===== config.mk =====
export PLATFORM = sky130hd
export DESIGN_NAME = input_current_limit_register
export DESIGN_NICKNAME = d
export VERILOG_FILES = /design/src/include/charger_pkg.sv /design/src/include/source_sel_if.sv /design/src/rtl/source_selector.sv /design/src/rtl/input_current_limit_register.sv
export SDC_FILE = /design/constraint.sdc
export NUM_CORES = 1
export LEC_CHECK = 0
export BUFFER_PORTS_ARGS = -buffer_cell sky130_fd_sc_hd__buf_2
export CAP_MARGIN = 10
export CORE_MARGIN = 3
export CORE_UTILIZATION = 35
export DETAILED_ROUTE_END_ITERATION = 8
export PLACE_DENSITY = 0.53
export RECOVER_POWER = 50
export SLEW_MARGIN = 20
export SYNTH_ARGS = -nofsm -noshare
export SYNTH_HDL_FRONTEND = slang
export SYNTH_HIERARCHICAL = 1
export SYNTH_SLANG_ARGS = --single-unit

===== constraint.sdc =====
create_clock -name CLK_SYS_I -period 2.7 [get_ports CLK_SYS_I]
set_input_delay 0.27 -clock CLK_SYS_I [delete_from_list [all_inputs] [get_ports CLK_SYS_I]]
set_output_delay 0.27 -clock CLK_SYS_I [all_outputs]
set_load 0.005 [all_outputs]

===== src/include/charger_pkg.sv =====
// constants shared by the input current limit register and the power source selector
`default_nettype none
package charger_pkg;
	localparam int          CLK_PERIOD_NS     = 25;    // 40 MHz system clock
	localparam logic [7:0]  CMD_INPUT_LIMIT   = 8'h3F; // command code of the limit word
	localparam logic [15:0] INPUT_LIMIT_RESET = 16'h1000; // 4096 mA at power-on
	localparam logic [15:0] INPUT_LIMIT_CLEAR = 16'h0000;
	localparam int          LIMIT_CODE_LSB    = 7;     // code weight 128 mA
	localparam int          LIMIT_CODE_MSB    = 12;    // code weight 4096 mA
	localparam int          LIMIT_CODE_W      = 6;
	localparam logic [5:0]  LIMIT_CODE_ZERO   = 6'h00;
	localparam logic [3:0]  BITS_PER_BYTE     = 4'h8;
	localparam logic [2:0]  BIT_MSB_IDX       = 3'h7;
	// break-before-make dead time, rounded up to whole clock cycles
	localparam int          BBM_DEAD_NS       = 500;
	localparam int          BBM_DEAD_CYC_I    = (BBM_DEAD_NS + CLK_PERIOD_NS - 1) / CLK_PERIOD_NS;
	localparam logic [5:0]  BBM_DEAD_CYC      = 6'(BBM_DEAD_CYC_I);
	localparam logic [5:0]  BBM_CNT_ZERO      = 6'h00;
	localparam logic [5:0]  BBM_CNT_ONE       = 6'h01;
endpackage : charger_pkg
`default_nettype wire


===== src/include/source_sel_if.sv =====
// signals between the register block and the power source selector
`timescale 1ns/1ps
`default_nettype none
interface source_sel_if;
	logic adapter_ok;  // debounced adapter presence
	logic adapter_on;  // adapter and reverse block switches closed
	logic battery_on;  // battery switch closed
	modport ctrl (output adapter_ok, input adapter_on, input battery_on);
	modport sel  (input adapter_ok, output adapter_on, output battery_on);
endinterface : source_sel_if
`default_nettype wire


===== src/rtl/source_selector.sv =====
// automatic adapter / battery source selection with break-before-make
`timescale 1ns/1ps
`default_nettype none
module source_selector
	import charger_pkg::*;
(
	input  wire logic  clk_i,
	input  wire logic  reset_i,
	source_sel_if.sel  sel_if
);
	typedef enum logic [1:0] {SEL_OFF, SEL_ADP, SEL_BAT} sel_state_t;

	sel_state_t state_r;
	sel_state_t state_nxt;
	logic [5:0] dead_cnt_r;
	logic [5:0] dead_cnt_nxt;
	logic       dead_done;

	// both switches open until the dead time has run out
	assign dead_done = (dead_cnt_r == BBM_DEAD_CYC);

	// no host command is involved: presence alone picks the source
	always_comb begin
		state_nxt    = state_r;
		dead_cnt_nxt = dead_cnt_r;
		case (state_r)
			SEL_OFF: begin
				if (dead_done) begin
					state_nxt = sel_if.adapter_ok ? SEL_ADP : SEL_BAT;
				end else begin
					dead_cnt_nxt = dead_cnt_r + BBM_CNT_ONE;
				end
			end
			SEL_ADP: begin
				if (!sel_if.adapter_ok) begin
					state_nxt    = SEL_OFF;
					dead_cnt_nxt = BBM_CNT_ZERO;
				end
			end
			default: begin
				if (sel_if.adapter_ok) begin
					state_nxt    = SEL_OFF;
					dead_cnt_nxt = BBM_CNT_ZERO;
				end
			end
		endcase
	end

	// switch drives follow the next state, so both open in the same edge
	always_ff @(posedge clk_i) begin
		if (reset_i) begin
			state_r           <= SEL_OFF;
			dead_cnt_r        <= BBM_CNT_ZERO;
			sel_if.adapter_on <= 1'b0;
			sel_if.battery_on <= 1'b0;
		end else begin
			state_r           <= state_nxt;
			dead_cnt_r        <= dead_cnt_nxt;
			sel_if.adapter_on <= (state_nxt == SEL_ADP);
			sel_if.battery_on <= (state_nxt == SEL_BAT);
		end
	end
endmodule : source_selector
`default_nettype wire


===== src/rtl/input_current_limit_register.sv =====
// charger input current limit register behind an SMBus word slave, with source selector
//
// Notes on behaviour
// - the host sets the input current limit only by writing this register over SMBus.
// - the limit word is reached through command code 0x3F, sixteen bits wide.
// - bits 12..7 are a binary code, 128 mA per step up to 4096 mA weight.
// - all sixteen bits read back exactly as written, unused ones included, unless the written code is zero.
// - adapter or battery is picked automatically as system source, no command needed.
// - the old source switch opens before the new one closes.
// - a code below 128 mA clears the register and stops charging.
// - after reset the limit is 4096 mA until the host writes.
`timescale 1ns/1ps
`default_nettype none
module input_current_limit_register
	import charger_pkg::*;
#(
	parameter logic [6:0] DEVICE_ADDR = 7'h12 // bus address, value arbitrary
) (
	input  wire logic       CLK_SYS_I,
	input  wire logic       RESET_I,
	input  wire logic       SCL_I,
	input  wire logic       SDA_I,
	output var  logic       SDA_O,
	output var  logic       SDA_OE_N_O,
	input  wire logic       ADAPTER_PRESENT_I,
	output var  logic [5:0] INPUT_LIMIT_CODE_O,
	output var  logic       CHARGE_ENABLE_O,
	output var  logic       ADAPTER_PATH_SWITCH_O,
	output var  logic       REVERSE_BLOCK_SWITCH_O,
	output var  logic       BATTERY_PATH_SWITCH_O
);
	typedef enum logic [2:0] {
		ST_IDLE, ST_ADDR, ST_CMD, ST_WLO, ST_WHI, ST_RLO, ST_RHI, ST_SKIP
	} bus_state_t;

	// three-stage synchronisers; a level is accepted when stages two and three agree
	logic [2:0] scl_sync_r;
	logic [2:0] sda_sync_r;
	logic [2:0] adp_sync_r;
	logic       scl_f_r;
	logic       sda_f_r;
	logic       adp_f_r;

	bus_state_t  state_r;
	logic        ack_phase_r;
	logic [3:0]  bit_cnt_r;
	logic [7:0]  shift_r;
	logic [7:0]  wlo_r;
	logic        cmd_ok_r;
	logic        master_nack_r;
	logic [15:0] input_current_limit_r;

	source_sel_if sel_bus ();

	always_ff @(posedge CLK_SYS_I) begin
		if (RESET_I) begin
			scl_sync_r <= 3'h7;
			sda_sync_r <= 3'h7;
			adp_sync_r <= 3'h0;
			scl_f_r    <= 1'b1;
			sda_f_r    <= 1'b1;
			adp_f_r    <= 1'b0;
		end else begin
			scl_sync_r <= {scl_sync_r[1:0], SCL_I};
			sda_sync_r <= {sda_sync_r[1:0], SDA_I};
			adp_sync_r <= {adp_sync_r[1:0], ADAPTER_PRESENT_I};
			if (scl_sync_r[1] == scl_sync_r[2]) scl_f_r <= scl_sync_r[2];
			if (sda_sync_r[1] == sda_sync_r[2]) sda_f_r <= sda_sync_r[2];
			if (adp_sync_r[1] == adp_sync_r[2]) adp_f_r <= adp_sync_r[2];
		end
	end

	// bus conditions from the filtered levels
	logic scl_new;
	logic sda_new;
	logic scl_rise;
	logic scl_fall;
	logic start_cond;
	logic stop_cond;
	assign scl_new    = (scl_sync_r[1] == scl_sync_r[2]) ? scl_sync_r[2] : scl_f_r;
	assign sda_new    = (sda_sync_r[1] == sda_sync_r[2]) ? sda_sync_r[2] : sda_f_r;
	assign scl_rise   = !scl_f_r && scl_new;
	assign scl_fall   = scl_f_r && !scl_new;
	assign start_cond = scl_f_r && scl_new && sda_f_r && !sda_new;
	assign stop_cond  = scl_f_r && scl_new && !sda_f_r && sda_new;

	// byte decode at the eighth clock fall; only our address and command are acknowledged
	logic        byte_done;
	logic        addr_match;
	logic        cmd_match;
	logic        sending;
	logic [7:0]  tx_byte;
	logic [2:0]  tx_idx;
	logic [15:0] wr_word;
	logic        wr_code_zero;
	assign byte_done    = (bit_cnt_r == BITS_PER_BYTE);
	assign addr_match   = (shift_r[7:1] == DEVICE_ADDR);
	assign cmd_match    = (shift_r == CMD_INPUT_LIMIT);
	assign sending      = (state_r == ST_RLO) || (state_r == ST_RHI);
	assign tx_byte      = (state_r == ST_RHI) ? input_current_limit_r[15:8]
		: input_current_limit_r[7:0];
	assign tx_idx       = BIT_MSB_IDX - bit_cnt_r[2:0];
	assign wr_word      = {shift_r, wlo_r};
	assign wr_code_zero = (wr_word[LIMIT_CODE_MSB:LIMIT_CODE_LSB] == LIMIT_CODE_ZERO);

	// protocol engine; the data line is only ever pulled low, never driven high
	always_ff @(posedge CLK_SYS_I) begin
		if (RESET_I) begin
			state_r       <= ST_IDLE;
			ack_phase_r   <= 1'b0;
			bit_cnt_r     <= 4'h0;
			shift_r       <= 8'h00;
			wlo_r         <= 8'h00;
			cmd_ok_r      <= 1'b0;
			master_nack_r <= 1'b0;
			input_current_limit_r <= INPUT_LIMIT_RESET;
			SDA_OE_N_O    <= 1'b1;
		end else if (start_cond) begin
			// a repeated start keeps the command for the read that follows
			state_r     <= ST_ADDR;
			ack_phase_r <= 1'b0;
			bit_cnt_r   <= 4'h0;
			SDA_OE_N_O  <= 1'b1;
		end else if (stop_cond) begin
			state_r     <= ST_IDLE;
			ack_phase_r <= 1'b0;
			cmd_ok_r    <= 1'b0;
			SDA_OE_N_O  <= 1'b1;
		end else if (scl_rise && state_r != ST_IDLE) begin
			if (ack_phase_r) begin
				master_nack_r <= sda_new;
			end else if (!byte_done) begin
				shift_r   <= {shift_r[6:0], sda_new};
				bit_cnt_r <= bit_cnt_r + 4'h1;
			end
		end else if (scl_fall && state_r != ST_IDLE) begin
			if (!ack_phase_r && byte_done) begin
				ack_phase_r <= 1'b1;
				bit_cnt_r   <= 4'h0;
				SDA_OE_N_O  <= 1'b1;
				case (state_r)
					ST_ADDR: begin
						if (addr_match && !shift_r[0]) begin
							state_r    <= ST_CMD;
							SDA_OE_N_O <= 1'b0;
						end else if (addr_match && cmd_ok_r) begin
							state_r    <= ST_RLO;
							SDA_OE_N_O <= 1'b0;
						end else begin
							state_r <= ST_SKIP;
						end
					end
					ST_CMD: begin
						cmd_ok_r   <= cmd_match;
						state_r    <= cmd_match ? ST_WLO : ST_SKIP;
						SDA_OE_N_O <= !cmd_match;
					end
					ST_WLO: begin
						wlo_r      <= shift_r;
						state_r    <= ST_WHI;
						SDA_OE_N_O <= 1'b0;
					end
					ST_WHI: begin
						// unused bits are kept as written; a zero code wipes the word
						input_current_limit_r <= wr_code_zero ? INPUT_LIMIT_CLEAR : wr_word;
						state_r    <= ST_SKIP;
						SDA_OE_N_O <= 1'b0;
					end
					ST_RLO:  state_r <= ST_RHI; // master acks the low byte
					default: state_r <= ST_SKIP;
				endcase
			end else if (ack_phase_r) begin
				// end of the acknowledge bit: release, or put out the next msb
				ack_phase_r <= 1'b0;
				if (state_r == ST_RLO) begin
					SDA_OE_N_O <= tx_byte[BIT_MSB_IDX];
				end else if (state_r == ST_RHI && !master_nack_r) begin
					SDA_OE_N_O <= tx_byte[BIT_MSB_IDX];
				end else begin
					if (state_r == ST_RHI) state_r <= ST_SKIP;
					SDA_OE_N_O <= 1'b1;
				end
			end else if (sending) begin
				SDA_OE_N_O <= tx_byte[tx_idx];
			end
		end
	end

	// only the code field reaches the regulator; the other bits are only read back
	logic [LIMIT_CODE_W-1:0] input_limit_code;
	assign input_limit_code   = input_current_limit_r[LIMIT_CODE_MSB:LIMIT_CODE_LSB];
	assign sel_bus.adapter_ok = adp_f_r;

	source_selector u_source_selector (
		.clk_i   (CLK_SYS_I),
		.reset_i (RESET_I),
		.sel_if  (sel_bus)
	);

	// output flops; both adapter-side switches move together
	always_ff @(posedge CLK_SYS_I) begin
		if (RESET_I) begin
			SDA_O                  <= 1'b0;
			INPUT_LIMIT_CODE_O     <= INPUT_LIMIT_RESET[LIMIT_CODE_MSB:LIMIT_CODE_LSB];
			CHARGE_ENABLE_O        <= 1'b0;
			ADAPTER_PATH_SWITCH_O  <= 1'b0;
			REVERSE_BLOCK_SWITCH_O <= 1'b0;
			BATTERY_PATH_SWITCH_O  <= 1'b0;
		end else begin
			SDA_O                  <= 1'b0;
			INPUT_LIMIT_CODE_O     <= input_limit_code;
			CHARGE_ENABLE_O        <= (input_limit_code != LIMIT_CODE_ZERO);
			ADAPTER_PATH_SWITCH_O  <= sel_bus.adapter_on;
			REVERSE_BLOCK_SWITCH_O <= sel_bus.adapter_on;
			BATTERY_PATH_SWITCH_O  <= sel_bus.battery_on;
		end
	end
endmodule : input_current_limit_register
`default_nettype wire


* After elaboration in Yosys (flattened, before gate mapping) *
Index checks and enable logic that the tools add are counted.

storage, ports and cells
  bits of input ports = 5
  register bits = 74

cells by class
  bitwise logic cells = 5
  reduce and logical (&&, ||, !) cells = 52
  equality and inequality tests = 26
  $lt $le $gt $ge = 1
  $add $sub $neg = 3
  muxes and demuxes = 47

operators by type and width
  cell                 number
  $reduce_and 6->1     4
  $mux 3               7
  $mux 1               20
  $mux 4               5
  $mux 6               3
  $mux 16              1
  $reduce_and 5->1     3
  $reduce_bool 2->1    7
  $logic_and 1x1->1    13
  $ne 2x2->1 const B   6
  $pmux 3 s4           1
  $pmux 6 s2           1
  $reduce_bool 3->1    4
  $mux 2               5
  $eq 3x3->1 const B   3
  $eq 8x6->1 const B   1
  $logic_not 1->1      8
  $mux 8               1
  $reduce_bool 4->1    2
  $eq 7x5->1 const B   1
  $add 6x1->6 const B  1
  $eq 3x2->1 const B   2
  $eq 6x5->1 const B   1
  $logic_not 6->1      1
  24 further kinds     33

* Longest topological paths before layout *
  word-level depth = 10
  gate-level depth with buffers = 9
  depth with buffers taken out = 8

* By module *
The synthesis kept the hierarchy.

modules (own cells, without submodules)
  module                        seq. area each (um^2)  times used  cells each  area each (um^2)
  input_current_limit_register  1281.2                 1           288         2705.1
  source_selector               200.2                  1           60          524.3

* Least setup slack after synthesis *
OpenSTA, ideal clock, no wires.

  path kind = register to register
  from = reg bit_cnt_r[0]
  to = reg shift_r[0]
  data arrival time = 1630 ps
  setup slack = 943 ps
  stages on the path, launching flop included = 9
  library setup time = 128 ps
  period minus slack after synthesis = 1757 ps
  cells stage by stage = dfxtp_1 -> inv_1 -> ha_1 -> and3b_1 -> nor2_1 -> and2_1 -> buf_2 -> mux2i_1 -> nor2_1

between the ends
  longest elaborated chain between the ends = 3

RTL lines
  what                               line                                 text
  start: declaration                 input_current_limit_register.sv:46   logic [3:0] bit_cnt_r;
  start signal: assignment           input_current_limit_register.sv:134  bit_cnt_r <= bit_cnt_r + 4'h1;
  $eq 4x4->1                         input_current_limit_register.sv:96   assign byte_done = (bit_cnt_r == BITS_PER_BYTE);
  $not 1->1 (no source line)         n/a
  $reduce_and 5->1 (no source line)  n/a
  end signal: assignment             input_current_limit_register.sv:133  shift_r <= {shift_r[6:0], sda_new};
  end: declaration                   input_current_limit_register.sv:47   logic [7:0] shift_r;

No other way between the ends.
A chain may end at the register's enable or synchronous reset.

* Worst setup path in the final report *
  from = reg bit_cnt_r[0]
  to = reg wlo_r[4]

between the ends
  longest elaborated chain between the ends = 3

RTL lines
  what                               line                                 text
  $eq 4x4->1                         input_current_limit_register.sv:96
  $logic_and 1x1->1                  input_current_limit_register.sv:137  if (!ack_phase_r && byte_done) begin
  $reduce_and 6->1 (no source line)  n/a
  end signal: assignment             input_current_limit_register.sv:159  wlo_r <= shift_r;
  end: declaration                   input_current_limit_register.sv:48   logic [7:0] wlo_r;

No other way between the ends.

==> results.yml <==
synth:
  syn_area_sq_um: 3230
  synth-adder-area-share_pct: 1.55
  avgSynthCellArea_sq_um: 9.28
  yosys_warnings: 6
  synth_edf_count: 0
  synthMuxAreaShare_pct: 10.4
  synthSimpleGateAreaFrac_pct: 26.5
  ys.flop_type: "dfxtp_1"
  synth_cell_types: 55
  synth_nets: 357
  synth_compound_area_share_pct: 10.7
  ys_ff_latch: 74
  netlist_instances: 348
  async_reset_ff_share_pct: 0
  synthXorXnorAreaFrac_pct: 0.814
  seq_area_frac_synth_pct: 45.9
  synth_top_family_by_area: "simple AND/OR/NAND/NOR gates"
route:
  dr_total_vias: 2380
  wl_per_cell_um: 13.9
  vias_per_cell: 5.04
  drc: 0
  wl_mm: 6.58
  first_pass_iters: 4
  drt_iter0_markers: 105
  ant_nets: 0
timing:
  period_minus_slack_ns: 2.26
  slew_viol_final: 0
  hold_viol_final: 0
  slew_headroom_pct: 15.5
  rsz0062_at_grt: "no"
  fin_worst_skew_ns: 0.00759
  tightest_slew_ns: 1.27
  fmax_mhz: 442
  setup_tns_ns: 0
  setup_viol: 0
  finalCritPeriodShare_pct: 83.8
floorplanning:
  core_area_sq_um: 8850
  die_area_sq_um: 10400
  die_y_um: 102
  num_io_pins: 17
  num_rows: 34
  fp.dieW_um: 102
  start_util_pct: 36.5
cts:
  cts_resized: 0
  cts_buffers: 9
  clock_sinks: 74
  htree_levels: 3
  cts_tree: "built"
  holdBufCountCts: 0
  cts_root_buffer: "clkbuf_8"
  clkTransAtPathRegs_ns: 0.08
  clk_latency_ns: 0.35
  cts_setup_buffers: 0
  clockBufferDepth: 2
run:
  drv_cap: 0
pwr:
  switchingPower_w: 0.000446
  finalPower_w: 0.00204
  combinationalPowerShare_pct: 2.2
  power.leakage_nw: 1.37
  switching_share_pct: 21.9
  seqPwrFrac_pct: 54.4
  p_clk_share_pct: 43.4
  internal_power_w: 0.00159
  powerDensity_nw_per_um2: 578
  vdd_ir_drop_max_mv: 0.186
worst_setup_path:
  required_ns: 2.89
  arrival_ns: 2.46
  crit_chain: "inv_1 -> ha_1 -> and3b_1 -> nand4_2 -> nor2_1 -> nand3_4 -> mux2i_1 -> nor2_1"
  worstReg2RegStart: "bit_cnt_r[0]$_SDFFE_PP0P_"
  rrSetupSlack_ns: 0.44
  cp_slowest_cell: "nor2_1"
  crit_fanout: 9
  slowest_delay_ns: 0.54
  worstReg2RegEnd: "wlo_r[4]$_SDFFE_PP0P_"
  endpoint_kind: "register"
  crit_type: "reg2reg"
  cp-start-kind: "register"
  crit_path_frequent_cell: "nor2_1"
  r2r_cells: 8
grt:
  antenna_found_initial: 0
  grt_usage_pct: 13.6
  grt_pass1_vias: 2196
  grt_first_pass_wirelength_mm: 11.0
  grt_max_degree: 30
  overflow: 0
finish:
  n_fill_cell: 910
  drive_above_1_share_pct: 11.0
  nets: 368
  syn2layout_area_growth_pct: 9.34
  antenna_cells: 0
status:
  status: "completed"
place:
  io_buffer_count: 15
  hpwl_mm: 4.57
  gp_congestion: 0.837
min_path:
  worstHoldEndpoint: "sda_sync_r[0]$_SDFF_PP1_"
  hold_path_depth: 2
  min-delay-start: "SDA_I"
  hold_class: "in2reg"
flip-flops by register name, indices dropped and copies added, names as in the netlist, 2 cells and up:
register / count
input_current_limit_r: 16
shift_r: 8
wlo_r: 8
INPUT_LIMIT_CODE_O: 6
u_source_selector/dead_cnt_r: 6
bit_cnt_r: 4
adp_sync_r: 3
scl_sync_r: 3
sda_sync_r: 3
state_r: 3
u_source_selector/state_r: 2
power by group through the flow:
stage / registers [W] / logic (W) / clock network, W
floorplan: 0.00113 / 0.0000330 / 0
global placement: 0.00113 / 0.0000463 / 0
detailed placement: 0.00113 / 0.0000464 / 0
CTS: 0.00111 / 0.0000464 / 0.000915
global route: 0.00111 / 0.0000507 / 0.000964
finish: 0.00111 / 0.0000448 / 0.000886
layout make-up:
cell class              instances  area, sq um  share of cell area [%]
flip-flops and latches         74         1480                    42.0
well taps                     108          135                    3.83
inverters                       5         18.8                   0.532
clock buffers                  12          155                    4.39
clock inverters                 4         50.0                    1.42
repair buffers                 18         82.6                    2.34
multi-input cells             251         1610                    45.5
metal layers:
layer  track usage (%)  up-vias  share of wire (%)
met1              18.0     1093                 50
met4              4.54        0                1.5
li1                  -     1240                  -
met2              20.4       38                 45
met3              5.12        9                4.2
met5                 0        -                  0
critical path: cells and delay by family (launching register included):
family                   cells  cell delay (ns)
multiplexers                 1             0.21
flip-flops                   1             0.35
adder cells (fa/ha/maj)      1             0.18
buffers and inverters        1             0.14
AND/OR/NAND/NOR              5             1.21
Yosys cell counts (4+ instances only):
master	instances	area share, %
dfxtp_1	74	46
nor2b_1	15	2.9
nand4_1	6	1.2
inv_1	4	0.46
nor3b_1	4	0.93
clkbuf_1	8	0.93
o21ai_0	10	1.5
buf_4	5	1.2
or2_2	8	1.5
nor3_1	5	0.77
mux2i_1	23	7.1
nand2_1	37	4.3
a21oi_1	26	4.0
nor2_1	38	4.4
nand3_1	17	2.6
mux4_1	4	3.3
ha_1	4	1.5
worst max-delay path by stage:
stage,start,endpoint,slack [ns],cells past startpoint
after floorplan,bit_cnt_r[0]$_SDFFE_PP0P_,shift_r[0]$_SDFFE_PP0P_,0.94,8
after global placement,bit_cnt_r[0]$_SDFFE_PP0P_,shift_r[3]$_SDFFE_PP0P_,0.63,7
after detailed placement,bit_cnt_r[0]$_SDFFE_PP0P_,shift_r[4]$_SDFFE_PP0P_,0.64,7
after CTS,bit_cnt_r[0]$_SDFFE_PP0P_,shift_r[4]$_SDFFE_PP0P_,0.61,7
after global routing,bit_cnt_r[0]$_SDFFE_PP0P_,wlo_r[6]$_SDFFE_PP0P_,0.22,8
final,bit_cnt_r[0]$_SDFFE_PP0P_,wlo_r[4]$_SDFFE_PP0P_,0.44,8
stage by stage:
step	util, %	cell area [sq um]	hold WS, ns	setup WS, ns	instances
final	39.9	3530	0.0958	0.438	472
after global routing	39.9	3530	0.0746	0.216	472
after CTS	40.2	3560	0.0869	0.606	472
after detailed placement	37.9	3350	0.393	0.640	456
after global placement	37.9	3350	0.406	0.633	456
after floorplan	-	3230	0.339	0.943	348
cells in the final DEF, fill, tap and decap left out, types with 3 or more instances in the layout:
| master | instances |
|---|---|
| clkbuf_1 | 11 |
| inv_1 | 4 |
| and4_1 | 3 |
| buf_2 | 6 |
| or2_2 | 8 |
| nor3b_1 | 4 |
| dfxtp_1 | 74 |
| o21ai_0 | 10 |
| nand4_1 | 6 |
| clkbuf_8 | 11 |
| and3b_1 | 3 |
| nand3_1 | 17 |
| a21oi_1 | 26 |
| nor3_1 | 5 |
| nand2b_1 | 3 |
| nor2b_1 | 15 |
| mux4_1 | 4 |
| mux2i_1 | 23 |
| ha_1 | 4 |
| nand2_1 | 37 |
| nor2_1 | 39 |
cells by family after synthesis:
logic type	count (synthesis)
AND/OR/NAND/NOR	160
flip-flops	74
AO/OA/AOI/OAI	56
multiplexers	27
buffers and inverters	23
adder cells (fa/ha/maj)	4
XOR/XNOR	3
other	1
Note: power is estimated with default switching activity, not from simulation.
